<file path="src/common/preamp_regs_pkg.sv">
// Purpose: Shared constants, types and helpers of the preamp control register bank.
// Assumes: One 200 MHz clock; sub-addresses arrive already decoded from the serial engine.
// Notes: Every offset, reset value, field position and timing count is named here once.
package preamp_regs_pkg;

  // Sub-addresses of the eight control registers.
  localparam logic [7:0] ADDR_CONTRAST = 8'h01;
  localparam logic [7:0] ADDR_BRIGHTNESS = 8'h02;
  localparam logic [7:0] ADDR_CHANNEL_ONE = 8'h03;
  localparam logic [7:0] ADDR_CHANNEL_TWO = 8'h04;
  localparam logic [7:0] ADDR_CHANNEL_THREE = 8'h05;
  localparam logic [7:0] ADDR_OUTPUT_LEVEL = 8'h06;
  localparam logic [7:0] ADDR_OVERLAY = 8'h07;
  localparam logic [7:0] ADDR_MISC = 8'h08;
  localparam int NUM_REGS = 8;

  // Register indices (sub-address minus one) of the narrow and mixed registers.
  localparam int IDX_OUTPUT_LEVEL = 5;
  localparam int IDX_OVERLAY = 6;
  localparam int IDX_MISC = 7;

  // Power-on values.
  localparam logic [7:0] RST_GAIN = 8'hB4;
  localparam logic [7:0] RST_NIBBLE = 8'h08;
  localparam logic [7:0] RST_MISC = 8'h04;

  // Bits kept on a write: full byte or low nibble only.
  localparam logic [7:0] MASK_FULL = 8'hFF;
  localparam logic [7:0] MASK_NIBBLE = 8'h0F;

  // Lowest output level code that the analog stage accepts.
  localparam logic [3:0] LEVEL_MIN_VALID = 4'h3;

  // Field positions inside the miscellaneous register.
  localparam int MISC_CLAMP_SRC_BIT = 0;
  localparam int MISC_WIDTH_LSB = 1;
  localparam int MISC_WIDTH_MSB = 2;
  localparam int MISC_SOFT_LSB = 3;
  localparam int MISC_SOFT_MSB = 5;
  localparam int MISC_SEMI_BIT = 6;
  localparam int MISC_POLARITY_BIT = 7;

  // Soft blanking field patterns.
  localparam logic [2:0] SOFT_PATTERN_OFF = 3'h0;
  localparam logic [2:0] SOFT_PATTERN_ON = 3'h7;

  // Clamp pulse widths in ns, and in clock cycles rounded up.
  localparam int CLOCK_MHZ = 200;
  localparam int CLAMP_W0_NS = 330;
  localparam int CLAMP_W1_NS = 660;
  localparam int CLAMP_W2_NS = 1000;
  localparam int CLAMP_W3_NS = 1300;
  localparam int CLAMP_W0_CYC = (CLAMP_W0_NS * CLOCK_MHZ + 999) / 1000;
  localparam int CLAMP_W1_CYC = (CLAMP_W1_NS * CLOCK_MHZ + 999) / 1000;
  localparam int CLAMP_W2_CYC = (CLAMP_W2_NS * CLOCK_MHZ + 999) / 1000;
  localparam int CLAMP_W3_CYC = (CLAMP_W3_NS * CLOCK_MHZ + 999) / 1000;
  localparam int CYC_W = 9;

  // Soft blanking mode as seen by the analog side.
  typedef enum logic [1:0] {SOFT_DISABLED, SOFT_ENABLED, SOFT_TEST} soft_mode_t;

  // Power-on value of a register by index.
  function automatic logic [7:0] reset_of(input int idx);
    if (idx == IDX_MISC) return RST_MISC;
    if (idx == IDX_OUTPUT_LEVEL || idx == IDX_OVERLAY) return RST_NIBBLE;
    return RST_GAIN;
  endfunction : reset_of

  // Write mask of a register by index.
  function automatic logic [7:0] mask_of(input int idx);
    if (idx == IDX_OUTPUT_LEVEL || idx == IDX_OVERLAY) return MASK_NIBBLE;
    return MASK_FULL;
  endfunction : mask_of

  // True when a sub-address names one of the eight registers.
  function automatic logic addr_hit(input logic [7:0] addr);
    return (addr >= ADDR_CONTRAST) && (addr <= ADDR_MISC);
  endfunction : addr_hit

  // Register index of a mapped sub-address.
  function automatic logic [2:0] index_of(input logic [7:0] addr);
    logic [7:0] diff;
    diff = addr - ADDR_CONTRAST;
    return diff[2:0];
  endfunction : index_of

  // Clamp width in cycles for a two-bit width selection.
  function automatic logic [CYC_W-1:0] width_cycles(input logic [1:0] sel);
    case (sel)
      2'h0: return CYC_W'(CLAMP_W0_CYC);
      2'h1: return CYC_W'(CLAMP_W1_CYC);
      2'h2: return CYC_W'(CLAMP_W2_CYC);
      default: return CYC_W'(CLAMP_W3_CYC);
    endcase
  endfunction : width_cycles

  // Soft blanking mode for a three-bit field.
  function automatic soft_mode_t soft_mode_of(input logic [2:0] field);
    if (field == SOFT_PATTERN_OFF) return SOFT_DISABLED;
    if (field == SOFT_PATTERN_ON) return SOFT_ENABLED;
    return SOFT_TEST;
  endfunction : soft_mode_of

endpackage : preamp_regs_pkg

</file>
<file path="src/core/video_preamp_control_registers.sv">
// Purpose: Control register bank of a three-channel video preamplifier.
// Assumes: The serial engine hands over sub-address, data and a completion strobe.
// Notes: One clock; all outputs are flop outputs and hold their power-on values at reset.
`timescale 1ns/100ps
module video_preamp_control_registers (
  // Clock of the whole bank.
  input wire logic CLOCK,
  // Asynchronous active-low reset.
  input wire logic RST_N,
  // Sub-address of the current or last serial access.
  input wire logic [7:0] SUB_ADDR,
  // Data byte of a write.
  input wire logic [7:0] WR_DATA,
  // One-cycle pulse when a serial write has completed.
  input wire logic WR_STROBE,
  // Read-back of the register at SUB_ADDR.
  output logic [7:0] RD_DATA,
  // Contrast gain code.
  output logic [7:0] CONTRAST_CODE,
  // Brightness level code.
  output logic [7:0] BRIGHTNESS_CODE,
  // Per-channel gain codes.
  output logic [7:0] CHANNEL_ONE_CODE,
  output logic [7:0] CHANNEL_TWO_CODE,
  output logic [7:0] CHANNEL_THREE_CODE,
  // Output offset level code.
  output logic [3:0] OUTPUT_LEVEL_CODE,
  // Overlay gain code.
  output logic [3:0] OVERLAY_GAIN_CODE,
  // Raw clamp and misc byte.
  output logic [7:0] MISC_CODE,
  // Clamp reference: high means the blanking input.
  output logic CLAMP_FROM_BLANKING,
  // Clamp pulse width in clock cycles.
  output logic [8:0] CLAMP_WIDTH_CYCLES,
  // Soft blanking on.
  output logic SOFT_BLANK_ON,
  // Soft blanking field holds a test pattern.
  output logic SOFT_BLANK_TEST,
  // Semi-transparent overlay background on.
  output logic SEMI_TRANSPARENT_ON,
  // Blanking input polarity: high means negative.
  output logic BLANKING_NEGATIVE,
  // Level register holds a code the analog stage cannot use.
  output logic LEVEL_CODE_INVALID,
  // One-cycle pulse: a write has landed in a register.
  output logic WRITE_DONE,
  // One-cycle pulse: a write named an unmapped sub-address.
  output logic WRITE_MISSED
);

  // Register contents, indexed by sub-address minus one.
  wire logic [7:0] reg_val [0:preamp_regs_pkg::NUM_REGS-1];

  // Per-register load strobes.
  wire logic [preamp_regs_pkg::NUM_REGS-1:0] load_vec;

  // Address decode of the current sub-address.
  wire logic addr_in_map;
  wire logic [2:0] addr_index;

  // A write is accepted only when the strobe meets a mapped address.
  wire logic write_hit;
  wire logic write_miss;

  // Read-back value chosen for the current sub-address.
  wire logic [7:0] rd_value;

  // Level-code check of an incoming level write.
  wire logic level_write;
  wire logic level_bad_new;

  // Decoded soft blanking mode from the misc decoder.
  preamp_regs_pkg::soft_mode_t soft_mode;

  // Flop state owned by this module.
  logic [7:0] rd_data_q;
  logic [7:0] rd_data_d;
  logic level_bad_q;
  logic level_bad_d;
  logic write_done_q;
  logic write_missed_q;
  logic soft_on_q;
  logic soft_test_q;

  // Decode uses the package helpers so the range check lives in one place.
  assign addr_in_map = preamp_regs_pkg::addr_hit(SUB_ADDR);
  assign addr_index = preamp_regs_pkg::index_of(SUB_ADDR);

  // Only the completion strobe may move a register; stray addresses do nothing.
  assign write_hit = WR_STROBE && addr_in_map;
  assign write_miss = WR_STROBE && !addr_in_map;

  // Each register owns one fixed slot of the map.
  genvar gi;
  generate
    for (gi = 0; gi < preamp_regs_pkg::NUM_REGS; gi = gi + 1) begin : g_load
      assign load_vec[gi] = write_hit && (addr_index == 3'(gi));
    end
  endgenerate

  // The eight storage cells. Reset values and write masks come from the
  // package by index, so each cell is independent of its neighbours and the
  // nibble registers drop the high half of a written byte.
  generate
    for (gi = 0; gi < preamp_regs_pkg::NUM_REGS; gi = gi + 1) begin : g_reg
      ctrl_reg #(
        .RESET_VALUE(preamp_regs_pkg::reset_of(gi)),
        .KEEP_MASK(preamp_regs_pkg::mask_of(gi))
      ) u_reg (
        .clk(CLOCK),
        .rst_n(RST_N),
        .load(load_vec[gi]),
        .din(WR_DATA),
        .q(reg_val[gi])
      );
    end
  endgenerate

  // Register codes go straight from the storage flops to the converters.
  // The contrast code is handed over unchanged: the converter applies one
  // binary weight per bit, so no remapping is wanted here.
  assign CONTRAST_CODE = reg_val[0];
  assign BRIGHTNESS_CODE = reg_val[1];
  assign CHANNEL_ONE_CODE = reg_val[2];
  assign CHANNEL_TWO_CODE = reg_val[3];
  assign CHANNEL_THREE_CODE = reg_val[4];
  assign OUTPUT_LEVEL_CODE = reg_val[preamp_regs_pkg::IDX_OUTPUT_LEVEL][3:0];
  assign OVERLAY_GAIN_CODE = reg_val[preamp_regs_pkg::IDX_OVERLAY][3:0];
  assign MISC_CODE = reg_val[preamp_regs_pkg::IDX_MISC];

  // Decoded misc fields, registered in the decoder.
  misc_decode u_misc (
    .clk(CLOCK),
    .rst_n(RST_N),
    .misc(reg_val[preamp_regs_pkg::IDX_MISC]),
    .clamp_from_blanking(CLAMP_FROM_BLANKING),
    .clamp_width_cycles(CLAMP_WIDTH_CYCLES),
    .soft_mode(soft_mode),
    .semi_transparent(SEMI_TRANSPARENT_ON),
    .blanking_negative(BLANKING_NEGATIVE)
  );

  // Read-back selection. Unmapped sub-addresses read as zero so the serial
  // engine always has a defined byte to shift out.
  assign rd_value = addr_in_map ? reg_val[addr_index] : 8'h00;

  // Read data follows the sub-address one cycle later.
  always_comb begin
    rd_data_d = rd_value;
  end

  // The level check looks at the nibble that will actually be stored.
  assign level_write = load_vec[preamp_regs_pkg::IDX_OUTPUT_LEVEL];
  assign level_bad_new = WR_DATA[3:0] < preamp_regs_pkg::LEVEL_MIN_VALID;

  // The flag tracks the stored code, so a later good write clears it.
  // Nothing stops the bad code from loading: the master alone keeps
  // this range, and the flag only lets a supervisor notice a slip.
  always_comb begin
    if (level_write) begin
      level_bad_d = level_bad_new;
    end else begin
      level_bad_d = level_bad_q;
    end
  end

  // Read data flop.
  always_ff @(posedge CLOCK or negedge RST_N) begin
    if (!RST_N) begin
      rd_data_q <= 8'h00;
    end else begin
      rd_data_q <= rd_data_d;
    end
  end

  // Level flag flop; the power-on code is valid, so it starts low.
  always_ff @(posedge CLOCK or negedge RST_N) begin
    if (!RST_N) begin
      level_bad_q <= 1'b0;
    end else begin
      level_bad_q <= level_bad_d;
    end
  end

  // Write outcome pulses, one cycle after the strobe.
  always_ff @(posedge CLOCK or negedge RST_N) begin
    if (!RST_N) begin
      write_done_q <= 1'b0;
      write_missed_q <= 1'b0;
    end else begin
      write_done_q <= write_hit;
      write_missed_q <= write_miss;
    end
  end

  // Soft blanking mode split into two plain levels. Test patterns leave
  // blanking in neither clean state, so they are flagged apart.
  always_ff @(posedge CLOCK or negedge RST_N) begin
    if (!RST_N) begin
      soft_on_q <= 1'b0;
      soft_test_q <= 1'b0;
    end else begin
      case (soft_mode)
        preamp_regs_pkg::SOFT_ENABLED: begin
          soft_on_q <= 1'b1;
          soft_test_q <= 1'b0;
        end
        preamp_regs_pkg::SOFT_DISABLED: begin
          soft_on_q <= 1'b0;
          soft_test_q <= 1'b0;
        end
        default: begin
          soft_on_q <= 1'b0;
          soft_test_q <= 1'b1;
        end
      endcase
    end
  end

  // Flop outputs.
  assign RD_DATA = rd_data_q;
  assign LEVEL_CODE_INVALID = level_bad_q;
  assign WRITE_DONE = write_done_q;
  assign WRITE_MISSED = write_missed_q;
  assign SOFT_BLANK_ON = soft_on_q;
  assign SOFT_BLANK_TEST = soft_test_q;

endmodule : video_preamp_control_registers

</file>
<file path="src/core/ctrl_reg.sv">
// Purpose: One control register with a load strobe and a write mask.
// Assumes: Load is a one-cycle pulse marking a completed serial write.
// Notes: Masked bits always read zero, so narrow codes never see stray high bits.
`timescale 1ns/100ps
module ctrl_reg #(
  parameter logic [7:0] RESET_VALUE = 8'h00,
  parameter logic [7:0] KEEP_MASK = 8'hFF
) (
  input wire logic clk,
  input wire logic rst_n,
  input wire logic load,
  input wire logic [7:0] din,
  output logic [7:0] q
);

  // The stored value is only replaced on a completed write.
  always_ff @(posedge clk or negedge rst_n) begin
    if (!rst_n) begin
      q <= RESET_VALUE;
    end else if (load) begin
      q <= din & KEEP_MASK;
    end
  end

endmodule : ctrl_reg

</file>
<file path="src/core/misc_decode.sv">
// Purpose: Registered decode of the clamp and miscellaneous control byte.
// Assumes: The byte comes from a register flop in the same clock domain.
// Notes: Outputs trail the byte by one cycle and reset to the decode of its power-on value.
`timescale 1ns/100ps
module misc_decode (
  input wire logic clk,
  input wire logic rst_n,
  input wire logic [7:0] misc,
  output logic clamp_from_blanking,
  output logic [preamp_regs_pkg::CYC_W-1:0] clamp_width_cycles,
  output preamp_regs_pkg::soft_mode_t soft_mode,
  output logic semi_transparent,
  output logic blanking_negative
);

  // Reset decode, taken from the same functions as the live decode.
  localparam logic [1:0] RST_WSEL =
    preamp_regs_pkg::RST_MISC[preamp_regs_pkg::MISC_WIDTH_MSB:preamp_regs_pkg::MISC_WIDTH_LSB];
  localparam logic [2:0] RST_SOFT =
    preamp_regs_pkg::RST_MISC[preamp_regs_pkg::MISC_SOFT_MSB:preamp_regs_pkg::MISC_SOFT_LSB];

  // Field slices of the live byte.
  wire logic [1:0] width_sel;
  wire logic [2:0] soft_field;
  assign width_sel = misc[preamp_regs_pkg::MISC_WIDTH_MSB:preamp_regs_pkg::MISC_WIDTH_LSB];
  assign soft_field = misc[preamp_regs_pkg::MISC_SOFT_MSB:preamp_regs_pkg::MISC_SOFT_LSB];

  // Register every decoded field so the analog side sees clean levels.
  always_ff @(posedge clk or negedge rst_n) begin
    if (!rst_n) begin
      clamp_from_blanking <= preamp_regs_pkg::RST_MISC[preamp_regs_pkg::MISC_CLAMP_SRC_BIT];
      clamp_width_cycles <= preamp_regs_pkg::width_cycles(RST_WSEL);
      soft_mode <= preamp_regs_pkg::soft_mode_of(RST_SOFT);
      semi_transparent <= preamp_regs_pkg::RST_MISC[preamp_regs_pkg::MISC_SEMI_BIT];
      blanking_negative <= preamp_regs_pkg::RST_MISC[preamp_regs_pkg::MISC_POLARITY_BIT];
    end else begin
      clamp_from_blanking <= misc[preamp_regs_pkg::MISC_CLAMP_SRC_BIT];
      clamp_width_cycles <= preamp_regs_pkg::width_cycles(width_sel);
      soft_mode <= preamp_regs_pkg::soft_mode_of(soft_field);
      semi_transparent <= misc[preamp_regs_pkg::MISC_SEMI_BIT];
      blanking_negative <= misc[preamp_regs_pkg::MISC_POLARITY_BIT];
    end
  end

endmodule : misc_decode

</file>
<file path="config.mk">
export PLATFORM = sky130hd
export DESIGN_NAME = video_preamp_control_registers
export DESIGN_NICKNAME = d
export VERILOG_FILES = /design/src/common/preamp_regs_pkg.sv /design/src/core/video_preamp_control_registers.sv /design/src/core/ctrl_reg.sv /design/src/core/misc_decode.sv
export SDC_FILE = /design/constraint.sdc
export NUM_CORES = 1
export LEC_CHECK = 0
export ABC_AREA = 1
export BUFFER_PORTS_ARGS = -buffer_cell sky130_fd_sc_hd__buf_2
export CAP_MARGIN = 5
export CORE_AREA = 2 2 95 97
export CTS_BUF_LIST = sky130_fd_sc_hd__clkbuf_2
export CTS_CLUSTER_SIZE = 24
export DETAILED_ROUTE_END_ITERATION = 7
export DIE_AREA = 0 0 97 99
export HOLD_SLACK_MARGIN = 0.15
export PLACE_DENSITY_LB_ADDON = 0.2
export SLEW_MARGIN = 10
export SYNTH_ARGS = -nofsm -noshare
export SYNTH_HDL_FRONTEND = slang
export SYNTH_SLANG_ARGS = --single-unit
</file>
<file path="constraint.sdc">
create_clock -name CLOCK -period 1.2 [get_ports CLOCK]
set_clock_uncertainty 0.15 [all_clocks]
set_input_delay 0.24 -clock CLOCK [delete_from_list [all_inputs] [get_ports CLOCK]]
set_output_delay 0.24 -clock CLOCK [all_outputs]
set_load 0.01 [all_outputs]
</file>
==> results.env <==
RUN_STATUS='finished with violations'
FAILED_CHECKS='hold timing, setup timing'
ROUTEDWLPERCELL_UM=16.2
POWER_PER_CELL_AREA_nW_PER_UM2=995
FINAL_LAYOUT_SIZE_SUFFIX_GT1_FRAC=0.471
GRT_SETUP_UNREPAIRED='yes'
DRCVIOLATIONCOUNT=0
CRITPATHKIND='flip-flop to output port'
YOSYS.CELL_TYPES.COUNT=25
WORST-ENDPOINT-ARRIVAL_NS=1.33
FIN_WORST_HOLD_SLACK_NS=-0.0716
TOTAL_SWITCHING_POWER_mW=1.89
FIN_SETUP_TNS_NS=-28.28
CLKPWRFRAC=0.276
NUMBER_OF_MAXIMUM_CAPACITANCE_VIOLATIONS=0
CRITICAL_PATH.ENDPOINT_TYPE='output port'
NETSWITCHINGFRACTION=0.305
INSERTEDDIODECOUNT=0
DIE_H_UM=99
FINAL_COMMON_CELL='nand2_1'
HOLD_PATH.CLASS='primary input to flip-flop'
GLOBALROUTE.TOTALOVERFLOW=0
SYNTH_SEQ_CELLS=80
CTS-BUFFERS-INSERTED=9
FIRST_GLOBAL_VIAS=4061
CLK_LATENCY_NS=0.55
DP.CELLS=693
FILLCELLCOUNT=617
MOSTFREQUENTLAYOUTCELLS='nand2_1 (162), buf_4 (92), nand4_1 (64)'
GLOBAL_ROUTE.USAGE.TOTAL=0.259
MIN_PERIOD_OVER_PERIOD=1.43
DETAIL_ROUTE.FIRST_PASS.ITERATIONS=5
POSTSYNTHCELLCOUNT=464
STATIC-LEAKAGE-POWER_nW=3.30
COMBINATIONALPOWERSHARE=0.244
TRITONCTS='built'
MIN_PERIOD_NS=1.72
FMAXACHIEVABLE_GHz=0.581
TIMING.REG2REG.SETUP_SLACK_NS=-0.13
CTSLONGESTPATHBUFFERS=2
TOP_PORTS=100
ANTENNA_FOUND_INITIAL=0
AREA.GROWTH.SYNTH_TO_FINAL_PCT=60.3
DRTITER0DRC=377
CTS.HTREE.LEVELS=3
CP_DATA_REQUIRED_TIME_NS=0.81
MAXIMUM_NUMBER_OF_PINS_ON_ONE_NET_BEFORE_GLOBAL_ROUTE_REPAIR=43
SEQ_AREA_FRAC_SYNTH=0.523
NUM_VIAS=4290
DETAIL-ROUTE-ANTENNA-NETS=0
DESIGN.DIE.AREA_UM2=9600
DIE_WIDTH_UM=97
DP_HPWL_MM=8.11
YOSYS_WARNINGS=0
IR_DROP_mV=0.749
ROOT_BUFFER='clkbuf_2'
MAXSLEWVIOLCOUNT=0
PLACEMENT_ROWS=34
MULTI_INPUT_COMB_AREA_UM2=1840
PLACE_CONGESTION=0.878
INSTANCES_NO_FILL=794
BUFFER_PORTS.INSERTED=96
CTS_SINKS=80
GRT_FIRST_PASS_WIRELENGTH_MM=19.9
SYNTHESIZED_AREA_PER_CELL_UM2=8.38
DESIGN_INTERNAL_POWER_mW=4.31
CORE_REGION_AREA_UM2=8550
INITIAL_CORE_UTIL=0.455
POWER.SHARE.SEQUENTIAL=0.479
PATH_MAX_FANOUT=2
WIRELENGTH_MM=12.9
SYN_AREA_UM2=3890
NUM-NETS-FINAL=710
DETAIL_ROUTE.VIAS_PER_CELL=5.40
WORSTSETUPSTARTPOINTTYPE='flip-flop'
REPORT.FINAL.SETUP_VIOL=89
REGISTER_AREA_UM2=2030
TIMING_HOLD_VIOLATIONS_FINAL=1
CLK_TRANSITION_REPORTED_PATHS_NS=0.24
TIMING.FINAL.WS_SETUP_NS=-0.520
## critical path: stages, from the launching register on
cell     delay [ns]
dfstp_2        0.60
buf_6          0.10
buf_6          0.09
## registers in the layout, indices dropped and copies added, names as in the netlist, 2 cells and up
name                       count
u_misc.soft_mode               2
RD_DATA                        8
g.u_reg.q                     56
u_misc.clamp_width_cycles      6
## stage by stage
step | cell area, um^2 | util | setup slack, ns | power [mW]
floorplan | 4030 | - | -0.584 | 3.56
global placement | 4900 | 0.573 | -0.554 | 4.05
detailed placement | 4900 | 0.573 | -0.595 | 4.06
CTS | 5810 | 0.679 | -0.552 | 6.04
global route | 6230 | 0.729 | -0.607 | 6.50
finish | 6230 | 0.729 | -0.520 | 6.20
## layer usage
| layer | wire [um] | up-vias | track usage |
|---|---|---|---|
| met5 | 0 | - | 0 |
| met4 | 340 | 0 | 0.0964 |
| met3 | 850 | 36 | 0.0496 |
| met2 | 6230 | 222 | 0.418 |
| met1 | 5480 | 2048 | 0.351 |
| li1 | - | 1984 | - |
## Yosys cell counts
cell	n	area share
a21oi_1	10	0.013
nand4_2	1	0.0032
nand4_1	64	0.10
o21ai_0	7	0.0090
nand2_1	174	0.17
nor2_4	2	0.0058
or2_2	2	0.0032
nand2_4	1	0.0029
nand3_1	26	0.033
nand2_2	2	0.0032
inv_1	11	0.011
ha_1	10	0.032
nor2_2	1	0.0016
clkbuf_1	13	0.013
nor3_1	2	0.0026
dfstp_2	26	0.18
nor2_1	30	0.029
buf_2	11	0.014
conb_1	1	0.00096
and3_1	1	0.0016
dfrtp_1	54	0.35
buf_6	5	0.014
clkinv_1	5	0.0048
inv_2	2	0.0019
buf_4	3	0.0058
## worst paths after layout
path,from,end,depth (start not counted)
min in group asynchronous,RST_N,g_reg[4].u_reg.q[0],4
worst min register to register,u_misc.soft_mode[1],SOFT_BLANK_TEST,0
worst min-delay path,SUB_ADDR[3],WRITE_DONE,5
max in group asynchronous,RST_N,g_reg[4].u_reg.q[4],4
worst max-delay path,g_reg[7].u_reg.q[2],MISC_CODE[2],2
worst max register to register,g_reg[7].u_reg.q[2],u_misc.clamp_width_cycles[2],4
## final cells by class
type	count	share of cell area
clock buffers	9	0.00723
clock inverters	7	0.0153
inverters	18	0.0147
multi-input cells	336	0.295
flip-flops and latches	80	0.326
well taps	108	0.0217
repair buffers	236	0.319
## power groups by stage
stage	sequential (mW)	clock, mW	combinational [mW]
after floorplan	3.08	0	0.476
after global placement	3.02	0	1.02
after detailed placement	3.03	0	1.04
after CTS	2.96	1.73	1.35
after global routing	2.99	1.88	1.63
final	2.97	1.71	1.51
## cell families after synthesis
group | synth area share
AO/OA/AOI/OAI | 0.0219
adder cells (fa/ha/maj) | 0.0322
buffers and inverters | 0.0644
flip-flops | 0.523
other | 0.000964
AND/OR/NAND/NOR | 0.357
## what timing repair did
action	CTS	global route
pin swaps	14	34
cloned	0	1
endpoints found under the hold margin	143	16
setup buffers	52	23
hold buffers	13	2
endpoints found under the setup margin	82	147
resized for setup	53	68
(Power assumes the default switching activity.)
